File: src/rtl/pmsc_pkg.sv
// constants and types for the pattern match slice configuration block
package pmsc_pkg;

  // ==========================================================
  // geometry
  localparam int unsigned NUM_SLICES = 8;
  localparam int unsigned FIELD_W = 3;
  localparam int unsigned DATA_W = 32;

  // ==========================================================
  // register byte addresses
  localparam logic [31:0] ADDR_CONTROL = 32'ha000_4000;
  localparam logic [31:0] ADDR_SOURCE = 32'ha000_402c;
  localparam logic [31:0] ADDR_CONFIG = 32'ha000_4030;
  localparam logic [31:0] ADDR_INT_STATUS = 32'ha000_4040;
  localparam logic [31:0] ADDR_INT_MASK = 32'ha000_4044;

  // ==========================================================
  // field positions
  localparam int unsigned ENDPOINT_LSB = 0;
  localparam int unsigned RESERVED_BIT = 7;
  localparam int unsigned COND_LSB = 8;
  localparam int unsigned SRC_LSB = 8;
  localparam int unsigned CTRL_PMODE_BIT = 0;
  localparam int unsigned CTRL_EVENT_BIT = 1;

  // ==========================================================
  // reset values and config write mask
  localparam logic [31:0] RST_CONTROL = 32'h0000_0000;
  localparam logic [31:0] RST_SOURCE = 32'h0000_0000;
  localparam logic [31:0] RST_CONFIG = 32'h0000_0000;
  localparam logic [7:0] RST_INT = 8'h00;
  localparam logic [31:0] CONFIG_WMASK = 32'hffff_ff7f;

  // ==========================================================
  // slice match conditions
  typedef enum logic [2:0] {
    COND_TRUE = 3'h0,
    COND_STICKY_RISE = 3'h1,
    COND_STICKY_FALL = 3'h2,
    COND_STICKY_BOTH = 3'h3,
    COND_HIGH = 3'h4,
    COND_LOW = 3'h5,
    COND_FALSE = 3'h6,
    COND_EVENT = 3'h7
  } pmsc_cond_type;

  // ==========================================================
  // register port request
  typedef struct packed {
    logic wr;
    logic rd;
    logic [31:0] addr;
    logic [31:0] wdata;
  } pmsc_bus_req_type;

endpackage : pmsc_pkg

File: src/rtl/pmsc_top.sv
// pattern match slice configuration, detect logic and pin interrupts
//
// Our own choice: the strobed register port.
`timescale 1ns/10ps

// Operation
// - each slice picks one of eight match conditions set by software
// - config bits 0 to 6 mark the slice with that index as term end
// - sticky edge conditions hold the slice output high until next clear
// - event condition gives a one-cycle high per rising or falling edge
// - any write to config or source register clears all edge history
// - clearing both control enable bits disables engine and clears history
// - an endpoint slice raises its interrupt while its product term is true
// - slice after an endpoint starts a new term, terms joined by OR
// - cleared endpoint bit continues the term; endpoint bits reset to zero
// - endpoint slice n, n from 0 to 7, drives pin interrupt line n
// - config bit 7 reads zero; slice 7 always ends a product term
// - 3-bit condition fields from bits 10:8 upward with fixed encoding
// - 3-bit source fields pick one of eight pins; slice 7 at 31:29
module pmsc_top (
  // clock and reset
  input wire logic i_ref_clk,
  input wire logic i_rst_b,
  // register port
  input wire pmsc_pkg::pmsc_bus_req_type i_bus,
  output logic [31:0] o_rdata,
  // selected pins
  input wire logic [7:0] i_pin,
  // interrupt outputs
  output logic [7:0] o_pin_int,
  output logic o_match_event,
  output logic o_irq
);

  // ==========================================================
  // registers
  logic [31:0] control_q, control_d;
  logic [31:0] source_q, source_d;
  logic [31:0] config_q, config_d;
  logic [7:0] int_status_q, int_status_d;
  logic [7:0] int_mask_q, int_mask_d;
  logic [31:0] rdata_q, rdata_d;
  logic [7:0] pin_q, pin_d;
  logic [7:0] prev_q, prev_d;
  logic [7:0] rise_hist_q, rise_hist_d;
  logic [7:0] fall_hist_q, fall_hist_d;
  logic [7:0] pin_int_q, pin_int_d;
  logic match_q, match_d;

  // ==========================================================
  // combinational terms
  logic engine_en;
  logic hist_clr;
  logic [7:0] endpoint;
  logic [7:0] rise_now;
  logic [7:0] fall_now;
  logic [7:0] level_now;
  logic [7:0] contrib;
  logic [7:0] term;
  logic term_acc;
  pmsc_pkg::pmsc_cond_type cond [8];
  logic [2:0] src [8];

  // ==========================================================
  // engine enable and history clear
  always_comb begin
    engine_en = control_q[pmsc_pkg::CTRL_PMODE_BIT] | control_q[pmsc_pkg::CTRL_EVENT_BIT];
    hist_clr = !engine_en;
    if (i_bus.wr && (i_bus.addr == pmsc_pkg::ADDR_CONFIG ||
        i_bus.addr == pmsc_pkg::ADDR_SOURCE)) begin
      hist_clr = 1'b1;
    end
  end

  // ==========================================================
  // per-slice input selection and edges
  always_comb begin
    pin_d = i_pin;
    prev_d = pin_q;
    for (int i = 0; i < pmsc_pkg::NUM_SLICES; i++) begin
      cond[i] = pmsc_pkg::pmsc_cond_type'(config_q[pmsc_pkg::COND_LSB + i * 3 +: 3]);
      src[i] = source_q[pmsc_pkg::SRC_LSB + i * 3 +: 3];
      level_now[i] = pin_q[src[i]];
      rise_now[i] = pin_q[src[i]] & !prev_q[src[i]];
      fall_now[i] = !pin_q[src[i]] & prev_q[src[i]];
    end
  end

  // ==========================================================
  // sticky edge history, a new edge wins over a clear
  always_comb begin
    if (hist_clr) begin
      rise_hist_d = rise_now;
      fall_hist_d = fall_now;
    end else begin
      rise_hist_d = rise_hist_q | rise_now;
      fall_hist_d = fall_hist_q | fall_now;
    end
  end

  // ==========================================================
  // slice contributions
  always_comb begin
    for (int i = 0; i < pmsc_pkg::NUM_SLICES; i++) begin
      case (cond[i])
        pmsc_pkg::COND_TRUE: contrib[i] = 1'b1;
        pmsc_pkg::COND_STICKY_RISE: contrib[i] = rise_hist_q[i];
        pmsc_pkg::COND_STICKY_FALL: contrib[i] = fall_hist_q[i];
        pmsc_pkg::COND_STICKY_BOTH: contrib[i] = rise_hist_q[i] | fall_hist_q[i];
        pmsc_pkg::COND_HIGH: contrib[i] = level_now[i];
        pmsc_pkg::COND_LOW: contrib[i] = !level_now[i];
        pmsc_pkg::COND_FALSE: contrib[i] = 1'b0;
        pmsc_pkg::COND_EVENT: contrib[i] = rise_now[i] | fall_now[i];
        default: contrib[i] = 1'b0;
      endcase
    end
  end

  // ==========================================================
  // product terms and match
  always_comb begin
    endpoint = {1'b1, config_q[6:0]};
    term_acc = 1'b1;
    for (int i = 0; i < pmsc_pkg::NUM_SLICES; i++) begin
      term_acc = term_acc & contrib[i];
      term[i] = term_acc & endpoint[i];
      if (endpoint[i]) begin
        term_acc = 1'b1;
      end
    end
    pin_int_d = engine_en ? term : 8'h00;
    match_d = control_q[pmsc_pkg::CTRL_EVENT_BIT] & (|term);
  end

  // ==========================================================
  // register writes, status and read data
  always_comb begin
    control_d = control_q;
    source_d = source_q;
    config_d = config_q;
    int_mask_d = int_mask_q;
    int_status_d = int_status_q;
    rdata_d = 32'h0000_0000;
    if (i_bus.wr) begin
      case (i_bus.addr)
        pmsc_pkg::ADDR_CONTROL: control_d = {30'h0000_0000, i_bus.wdata[1:0]};
        pmsc_pkg::ADDR_SOURCE: source_d = {i_bus.wdata[31:8], 8'h00};
        pmsc_pkg::ADDR_CONFIG: config_d = i_bus.wdata & pmsc_pkg::CONFIG_WMASK;
        pmsc_pkg::ADDR_INT_STATUS: int_status_d = int_status_q & ~i_bus.wdata[7:0];
        pmsc_pkg::ADDR_INT_MASK: int_mask_d = i_bus.wdata[7:0];
        default: ;
      endcase
    end
    int_status_d = int_status_d | pin_int_d;
    if (i_bus.rd) begin
      case (i_bus.addr)
        pmsc_pkg::ADDR_CONTROL: rdata_d = control_q;
        pmsc_pkg::ADDR_SOURCE: rdata_d = source_q;
        pmsc_pkg::ADDR_CONFIG: rdata_d = config_q;
        pmsc_pkg::ADDR_INT_STATUS: rdata_d = {24'h00_0000, int_status_q};
        pmsc_pkg::ADDR_INT_MASK: rdata_d = {24'h00_0000, int_mask_q};
        default: rdata_d = 32'h0000_0000;
      endcase
    end
  end

  // ==========================================================
  // state registers
  always_ff @(posedge i_ref_clk) begin
    if (!i_rst_b) begin
      control_q <= pmsc_pkg::RST_CONTROL;
      source_q <= pmsc_pkg::RST_SOURCE;
      config_q <= pmsc_pkg::RST_CONFIG;
      int_status_q <= pmsc_pkg::RST_INT;
      int_mask_q <= pmsc_pkg::RST_INT;
      rdata_q <= 32'h0000_0000;
      pin_q <= 8'h00;
      prev_q <= 8'h00;
      rise_hist_q <= 8'h00;
      fall_hist_q <= 8'h00;
      pin_int_q <= 8'h00;
      match_q <= 1'b0;
    end else begin
      control_q <= control_d;
      source_q <= source_d;
      config_q <= config_d;
      int_status_q <= int_status_d;
      int_mask_q <= int_mask_d;
      rdata_q <= rdata_d;
      pin_q <= pin_d;
      prev_q <= prev_d;
      rise_hist_q <= rise_hist_d;
      fall_hist_q <= fall_hist_d;
      pin_int_q <= pin_int_d;
      match_q <= match_d;
    end
  end

  // ==========================================================
  // outputs
  assign o_rdata = rdata_q;
  assign o_pin_int = pin_int_q;
  assign o_match_event = match_q;
  assign o_irq = |(int_status_q & int_mask_q);

  // ==========================================================
  // checks
  property p_sticky_holds;
    @(posedge i_ref_clk) disable iff (!i_rst_b)
    (cond[0] == pmsc_pkg::COND_STICKY_BOTH && contrib[0] && !hist_clr) |=> contrib[0];
  endproperty
  a_sticky_holds: assert property (p_sticky_holds)
    else $error("sticky slice output dropped without clear");

  property p_event_one_cycle;
    @(posedge i_ref_clk) disable iff (!i_rst_b)
    (cond[0] == pmsc_pkg::COND_EVENT && contrib[0] && !i_bus.wr && i_pin == pin_q)
      |=> !contrib[0];
  endproperty
  a_event_one_cycle: assert property (p_event_one_cycle)
    else $error("event slice output lasted more than one cycle");

  property p_event_path;
    @(posedge i_ref_clk) disable iff (!i_rst_b)
    (engine_en && config_q[0] && cond[0] == pmsc_pkg::COND_EVENT && src[0] == 3'h0 &&
     $rose(i_pin[0]) && !i_bus.wr) ##1 !i_bus.wr |=> o_pin_int[0];
  endproperty
  a_event_path: assert property (p_event_path)
    else $error("pin edge did not reach interrupt line 0 in two cycles");

  property p_write_clears;
    @(posedge i_ref_clk) disable iff (!i_rst_b)
    (i_bus.wr && i_bus.addr == pmsc_pkg::ADDR_SOURCE)
      |=> (rise_hist_q == $past(rise_now) && fall_hist_q == $past(fall_now));
  endproperty
  a_write_clears: assert property (p_write_clears)
    else $error("source write did not clear edge history");

  property p_disable;
    @(posedge i_ref_clk) disable iff (!i_rst_b)
    !engine_en |=> (o_pin_int == 8'h00);
  endproperty
  a_disable: assert property (p_disable)
    else $error("pin interrupt while engine disabled");

  property p_reserved_zero;
    @(posedge i_ref_clk) disable iff (!i_rst_b)
    (i_bus.rd && i_bus.addr == pmsc_pkg::ADDR_CONFIG) |=> !o_rdata[pmsc_pkg::RESERVED_BIT];
  endproperty
  a_reserved_zero: assert property (p_reserved_zero)
    else $error("reserved config bit read as one");

  property p_slice7_end;
    @(posedge i_ref_clk) disable iff (!i_rst_b)
    (engine_en && contrib == 8'hff && config_q[6:0] == 7'h00) |=> (o_pin_int == 8'h80);
  endproperty
  a_slice7_end: assert property (p_slice7_end)
    else $error("slice 7 did not act as the only endpoint");

  property p_new_term;
    @(posedge i_ref_clk) disable iff (!i_rst_b)
    (engine_en && config_q[0] && config_q[6:1] == 6'h00 && contrib[7:1] == 7'h7f)
      |=> o_pin_int[7];
  endproperty
  a_new_term: assert property (p_new_term)
    else $error("term after endpoint depended on earlier slice");

  property p_continue_term;
    @(posedge i_ref_clk) disable iff (!i_rst_b)
    (config_q[6:0] == 7'h00 && !contrib[0]) |=> !o_pin_int[7];
  endproperty
  a_continue_term: assert property (p_continue_term)
    else $error("cleared endpoint bit broke the product term");

  property p_irq_status;
    @(posedge i_ref_clk) disable iff (!i_rst_b)
    (engine_en && (term & int_mask_q) != 8'h00 && !i_bus.wr) |=> o_irq;
  endproperty
  a_irq_status: assert property (p_irq_status)
    else $error("unmasked term match did not raise the interrupt");

  property p_level_path;
    @(posedge i_ref_clk) disable iff (!i_rst_b)
    (engine_en && config_q[0] && cond[0] == pmsc_pkg::COND_HIGH)
      |=> (o_pin_int[0] == $past(level_now[0]));
  endproperty
  a_level_path: assert property (p_level_path)
    else $error("level slice did not follow its selected input");

  property p_match_gate;
    @(posedge i_ref_clk) disable iff (!i_rst_b)
    (control_q[pmsc_pkg::CTRL_EVENT_BIT] && term != 8'h00) |=> o_match_event;
  endproperty
  a_match_gate: assert property (p_match_gate)
    else $error("true product term did not raise the match event");

  property p_rdata_idle;
    @(posedge i_ref_clk) disable iff (!i_rst_b)
    !i_bus.rd |=> (o_rdata == 32'h0000_0000);
  endproperty
  a_rdata_idle: assert property (p_rdata_idle)
    else $error("read data not zero outside a read");

endmodule : pmsc_top

File: config.mk
export PLATFORM = sky130hd
export DESIGN_NAME = pmsc_top
export DESIGN_NICKNAME = d
export VERILOG_FILES = /design/src/rtl/pmsc_pkg.sv /design/src/rtl/pmsc_top.sv
export SDC_FILE = /design/constraint.sdc
export NUM_CORES = 1
export LEC_CHECK = 0
export BUFFER_PORTS_ARGS = -buffer_cell sky130_fd_sc_hd__buf_2
export CAP_MARGIN = 15
export CORE_UTILIZATION = 60
export CTS_BUF_LIST = sky130_fd_sc_hd__clkbuf_4 sky130_fd_sc_hd__clkbuf_8
export DETAILED_ROUTE_END_ITERATION = 12
export GPL_TIMING_DRIVEN = 0
export PLACE_DENSITY = 0.82
export REMOVE_ABC_BUFFERS = 1
export SLEW_MARGIN = 20
export SYNTH_ARGS = -nofsm -noshare
export SYNTH_HDL_FRONTEND = slang
export SYNTH_SLANG_ARGS = --single-unit
export TNS_END_PERCENT = 50
File: constraint.sdc
create_clock -name i_ref_clk -period 8.7 [get_ports i_ref_clk]
set_input_delay 0.87 -clock i_ref_clk [delete_from_list [all_inputs] [get_ports i_ref_clk]]
set_output_delay 0.87 -clock i_ref_clk [all_outputs]
set_load 0.1 [all_outputs]
======== Word level (Yosys, flattened, before mapping) ========
Index checks and enable logic that the tools add are counted.
cells by class
  bitwise logic cells ..................... 54
  magnitude comparators ................... 8
  reductions and logical operators ........ 34
  equal/unequal tests ..................... 61
  multiplexer cells ....................... 54
operators by type and width
  kind                                                        count
  == test 32 bit, second input constant                       5
  case mux 32 bit (5 select lines)                            1
  == test 3 bit, second input constant                        32
  case mux 1 bit (8 select lines)                             8
  binary-select mux 1 bit (select 3 bit)                      16
  == test 3 x 2 -> 1 bit, second input constant               16
  two-way mux 8 bit                                           5
  less-than comparator 3 x 4 -> 1 bit, second input constant  8
  AND 1 bit                                                   31
  == test 3 x 1 -> 1 bit, second input constant               8
  logical NOT 3 bit                                           8
  two-way mux 1 bit                                           24
  OR 8 bit                                                    3
  logical NOT 1 bit                                           17
  OR 1 bit                                                    17
  AND 8 bit                                                   2
  OR reduction 8 bit                                          2
  AND reduction 2 bit                                         5
  NOT 8 bit                                                   1
  logical AND 1 bit                                           1
  logical OR 1 bit                                            1
word-level totals
  bits in registers ....................... 146
  logic and storage cells ................. 223
  input port bits ......................... 76
  output and inout bits ................... 42

======== Logic depth before layout (Yosys ltp) ========
  depth in word-level cells ............... 22
  gate-level depth with buffers ........... 13
  depth with buffers taken out ............ 12

======== Least setup slack after synthesis ========
No wires, ideal clock.
  path type ............................... reg-to-reg
  start point ............................. register source_q[12]
  end point ............................... register int_status_q[7]
  data required time ...................... 8.584 ns
  setup slack ............................. 5.576 ns
  clock period less this slack ............ 3.124 ns
  path buffers ............................ 1
  setup time .............................. 0.116 ns
  cell stages (with the launch flop) ...... 14
  arrival ................................. 3.008 ns
  cells stage by stage .................... dfxtp_1 > buf_4 > mux4_2 > mux2i_4 > inv_2 > ha_1 > nand3b_1 > nand2_1 > a2111oi_0 > o21bai_1 > a311oi_2 > o22ai_1 > o211a_1 > a31o_1
between the ends
  word-level cells in the longest chain between the ends .. 21
  elaborated cells on any way between the ends .. 25
  those cells by class .................... 12 x mux; 11 x bitwise; 2 x reduce/logical
RTL lines
  element                                                           line                                             text
  start: declaration                                                pmsc_top.sv:38                                   logic [31:0] source_q, source_d;
  start signal: assignment                                          pmsc_top.sv:172                                  source_q <= pmsc_pkg::RST_SOURCE;
  start signal: assignment                                          pmsc_top.sv:185                                  source_q <= source_d;
  binary-select mux 1 bit (select 3 bit), on equally long branches  pmsc_top.sv:84, pmsc_top.sv:85, pmsc_top.sv:83
  two-way mux 1 bit, on equally long branches                       pmsc_top.sv:84, pmsc_top.sv:85, pmsc_top.sv:83
  logical NOT 1 bit, on equally long branches                       pmsc_top.sv:84, pmsc_top.sv:85, pmsc_top.sv:111
  AND 1 bit, on equally long branches                               pmsc_top.sv:84, pmsc_top.sv:85
  OR 1 bit                                                          pmsc_top.sv:113                                  pmsc_pkg::COND_EVENT: contrib[i] = rise_now[i] | fall_now[i];
  case mux 1 bit (8 select lines) (*)                               pmsc_top.sv:105                                  case (cond[i])
  AND 1 bit (*)                                                     pmsc_top.sv:125                                  term_acc = term_acc & contrib[i];
  two-way mux 1 bit (*)                                             pmsc_top.sv:127                                  if (endpoint[i]) begin
  [... 5 more ...]                                                  --
  two-way mux 1 bit (*)                                             pmsc_top.sv:127
  AND 1 bit (*)                                                     pmsc_top.sv:125
  two-way mux 1 bit (*)                                             pmsc_top.sv:127
  AND 1 bit (*)                                                     pmsc_top.sv:125
  two-way mux 1 bit (*)                                             pmsc_top.sv:127
  AND 1 bit (*)                                                     pmsc_top.sv:125
  two-way mux 8 bit (*)                                             pmsc_top.sv:131                                  pin_int_d = engine_en ? term : 8'h00;
  OR 8 bit (*)                                                      pmsc_top.sv:154                                  int_status_d = int_status_d | pin_int_d;
  end signal: assignment                                            pmsc_top.sv:174                                  int_status_q <= pmsc_pkg::RST_INT;
  end signal: assignment                                            pmsc_top.sv:187                                  int_status_q <= int_status_d;
  end: declaration                                                  pmsc_top.sv:40                                   logic [7:0] int_status_q, int_status_d;
Mark *: on every way between the ends. The rest lies on a longest branch, timed or not. The select of a mux whose other input is x is not followed.
A chain may end at the register's enable or synchronous reset.

======== Final worst setup path ========
  start point ............................. input port i_bus[62] (netlist name)
  end point ............................... register rise_hist_q[4]
between the ends
  word-level cells in the longest chain between the ends .. 5
  elaborated cells on any way between the ends .. 6
  those cells by class .................... 2 x eq/ne; 2 x mux; 2 x reduce/logical
RTL lines
  element                                   line                            text
  start: declaration                        pmsc_top.sv:25                  input wire pmsc_pkg::pmsc_bus_req_type i_bus,
  == test 32 bit, on equally long branches  pmsc_top.sv:69, pmsc_top.sv:70
  logical OR 1 bit (*)                      pmsc_top.sv:69                  if (i_bus.wr && (i_bus.addr == pmsc_pkg::ADDR_CONFIG ||
  logical AND 1 bit (*)                     pmsc_top.sv:69
  two-way mux 1 bit (*)                     pmsc_top.sv:69
  two-way mux 8 bit (*)                     pmsc_top.sv:92                  if (hist_clr) begin
  end signal: assignment                    pmsc_top.sv:192                 rise_hist_q <= rise_hist_d;
  end: declaration                          pmsc_top.sv:45                  logic [7:0] rise_hist_q, rise_hist_d;
Mark *: on every way between the ends. The rest lies on a longest branch, timed or not.

==> run_results.csv <==
group,metric,value,unit
synth,yosysTopAreaCell,"dfxtp_1",
critical_path,cp_max_fo,34,
sta,tightest_slew,1.068,ns
synth,avgSynthCellArea,9.529,sq um
critical_path,reg2reg_from,"source_q[12]",
critical_path,cp.depth,10,
power_and_ir_drop,power_frac_clock,42.6,%
critical_path,timing.critical_path.to_type,"register",
layout,stdcell_count,978,
power_and_ir_drop,p_int,0.001010,W
grt,grt_pass1_wl,28.28,mm
power_and_ir_drop,swShare,22.59,%
critical_path,slowest_stage,"and4_2",
cts,postCtsSetupRepairBufs,0,
sta,setup_slack,4.808,ns
critical_path,reg2reg_slack,4.89,ns
critical_path,cp.required,9.05,ns
drt,initialDrtViolationCount,636,
grt,antenna_found_initial,0,
place,place_ws,4.363,ns
drt,wirelength,18.03,mm
outcome,status,"completed",
cts,cts_buffers,17,
synth,netlist_instances,731,
grt,grtUsageTotal,31.27,%
layout,fill_cells,817,
synth,synth_ff_type,"dfxtp_1",
cts,worstSkewPairLatency,0.46,ns
sta,hold_viol,0,
synth,synthTopCellsByArea,"dfxtp_1 42%, mux4_2 10%, nand2_1 6.8%",
critical_path,crit_arrival,4.24,ns
critical_path,slowest_delay,0.81,ns
sta,period_share,44.74,%
job,maxCapViolCount,0,
cts,clkTransAtPathRegs,0.08,ns
synth,ys_seq_area_share,41.96,%
grt,grt_max_degree,109,
layout,regArea,2923,sq um
critical_path,path_class,"in2reg",
layout,multiInputGateArea,3817,sq um
synth,synth-edff-count,0,
sta,slew_headroom,28.66,%
synth,ys_ff_latch,146,
min_path,holdPathStages,2,
critical_path,path_delay_family,"simple AND/OR/NAND/NOR gates",
place,globalplace.congestion,0.8139,
drt,drc_errors,0,
power_and_ir_drop,power_density,162.9,nW/um^2
critical_path,worstSetupStartpointType,"input pin",
synth,synth_warnings,0,
sta,rsz0062_at_grt,"false",
floorplan,core,11080,sq um
critical_path,path_cells,"buf_2 > nor4b_1 > nand4_1 > nor3_1 > and4_2 > and2_2 > nor3_2 > buf_6 > a21oi_1 > nor2b_1",
synth,yosysTopAreaCellShare,41.96,%
floorplan,row_count,38,
grt,grt_pass1_vias,5827,
critical_path,reg2reg_to,"int_status_q[7]",
layout,antennaDiodeCount,0,
layout,layout-drive-gt1-share,24.58,%
power_and_ir_drop,power.switching,0.0002949,W
floorplan,initial_core_util,62.88,%
sta,fin_setup_tns,0,ns
floorplan,io_pins,118,
place,hpwl,11.96,mm
min_path,hold_class,"reg2reg",
synth,postSynth.asyncResetShare,0,%
cts,cts_tree,"yes",
place,port_buffers,117,
place,dp_cells,947,
drt,vias_per_cell,6.166,
critical_path,rr_worst_depth,12,
critical_path,crit_buf_inv,2,
power_and_ir_drop,comb_power_share,4.9,%
cts,clock-sinks,146,
drt,wl_per_cell,18.43,um
cts,htree_levels,4,
min_path,holdPathEnd,"config_q[19]",
sta,slew_viol_final,0,
place,dpl-instance-area,7592,sq um
sta,setup_viol,0,
floorplan,die-area,12040,sq um
power_and_ir_drop,p_seq_share,52.4,%
drt,ant_nets,0,
layout,fin_area,8011,sq um
min_path,hp-start,"config_q[19]",
cts,cts_hold_buf,0,
sta,timing.fmax,256.9,MHz
sta,finClkSkew,0.008308,ns
layout,nets,918,
floorplan,die_h,109.7,um
cts,clockBufferDepth,2,
cts,post_cts_resized,0,
cts,clockRootBuffer,"clkbuf_8",
power_and_ir_drop,p_leak,3.048,nW
floorplan,die_w,109.7,um
power_and_ir_drop,irDropWorstVdd,0.1444,mV
sta,period_minus_slack,3.892,ns
synth,synthDistinctLibCells,57,
grt,grt-ovfl-total,0,
drt,first_pass_iters,5,
layout,area_delta_synth_final,15.02,%
synth,syn_area,6965,sq um
drt,vias,6030,
[cell families after synthesis]
kind of cell | count (synthesis) | synth area share [%]
DFF | 146 | 41.96
AOI/OAI and AO/OA | 154 | 16.13
muxes | 73 | 16.36
and+or+nand+nor | 276 | 18.65
adders and majority gates | 18 | 3.161
buffers and inverters | 63 | 3.611
xor gates and xnor gates | 1 | 0.1258
[state kept, by name, indices dropped and copies added, names as in the netlist]
register	count
pin_q	8
o_pin_int	8
fall_hist_q	8
o_match_event	1
rise_hist_q	8
int_status_q	8
config_q	31
source_q	24
o_rdata	32
int_mask_q	8
control_q	2
prev_q	8
[worst register-to-register path: cells and delay by family, from the launching register on]
kind,cells,cell delay [ns]
AOI/OAI and AO/OA,6,1.88
DFF,1,0.51
adders and majority gates,1,0.29
muxes,2,0.77
buffers and inverters,1,0.06
and+or+nand+nor,2,0.17
[metal layers]
metal  routed length [um]  GRT usage, %
met1                 7394         38.51
met2                 9104         54.40
met3                 1238         5.809
met4                  292         11.62
met5                    0             0
[synthesized netlist by cell type (3+ instances only)]
| cell type | count |
|---|---|
| ha_1 | 16 |
| nor4b_1 | 3 |
| a31o_1 | 4 |
| dfxtp_1 | 146 |
| inv_1 | 17 |
| a31o_2 | 4 |
| mux2i_1 | 36 |
| nor2_1 | 50 |
| nand2_1 | 127 |
| mux4_2 | 31 |
| buf_2 | 6 |
| mux2_2 | 4 |
| a21oi_1 | 28 |
| a22oi_1 | 33 |
| and3_1 | 9 |
| nor4_1 | 4 |
| nor2b_1 | 30 |
| nor3_1 | 10 |
| nand3b_1 | 5 |
| nand3_1 | 5 |
| o211a_1 | 4 |
| a21boi_0 | 57 |
| o21ai_0 | 5 |
| clkbuf_1 | 35 |
| and2_1 | 19 |
[power by group through the flow]
stage | Sequential [W] | Combinational (W) | Clock, W
CTS | 0.000684 | 0.0000642 | 0.000559
floorplan | 0.000694 | 0.0000313 | 0
detailed placement | 0.000699 | 0.0000636 | 0
finish | 0.000684 | 0.0000645 | 0.000556
global route | 0.000685 | 0.0000700 | 0.000583
global placement | 0.000699 | 0.0000604 | 0
[final cells by class]
type,count,area share [%]
multi-input cells,522,47.65
flip-flops and latches,146,36.48
repair buffers,120,7.668
clock buffers,20,3.436
well taps,140,2.186
clock inverters,11,1.687
inverters,19,0.8902
[how the worst max path moves through the flow]
stage	from	to	slack [ns]
floorplan	i_bus[62]	fall_hist_q[0]	4.60
global placement	i_bus[62]	fall_hist_q[0]	2.46
detailed placement	i_bus[62]	fall_hist_q[1]	4.36
CTS	i_bus[62]	rise_hist_q[4]	4.81
global route	i_bus[59]	rise_hist_q[4]	4.53
finish	i_bus[62]	rise_hist_q[4]	4.81
[per-stage QoR]
stage	hold slack, ns	power (W)	utilization, %
detailed placement	0.4941	0.0007630	68.53
global route	0.5391	0.001338	72.32
CTS	0.5143	0.001307	72.24
finish	0.5147	0.001305	72.32
floorplan	0.4371	0.0007255	-
global placement	0.4824	0.0007591	68.12
[cells in the final DEF, fill, tap and decap left out, types with 3 or more instances in the layout]
master	instances
clkbuf_8	20
o21ai_0	5
dfxtp_1	146
o211a_1	4
ha_1	16
buf_4	3
a21boi_0	57
and2_1	17
nor3_1	8
a31o_2	4
nor2_1	50
mux4_2	31
nor4_1	4
mux2_2	4
a31o_1	4
nand3b_1	5
inv_1	17
a21oi_1	28
nand3_1	4
nor2b_1	30
mux2i_1	36
and3_1	9
clkinv_2	6
a22oi_1	33
nor4b_1	3
buf_2	116
nand2_1	126
bufinv_16	3
No activity file was read; power rests on OpenSTA's default activity.
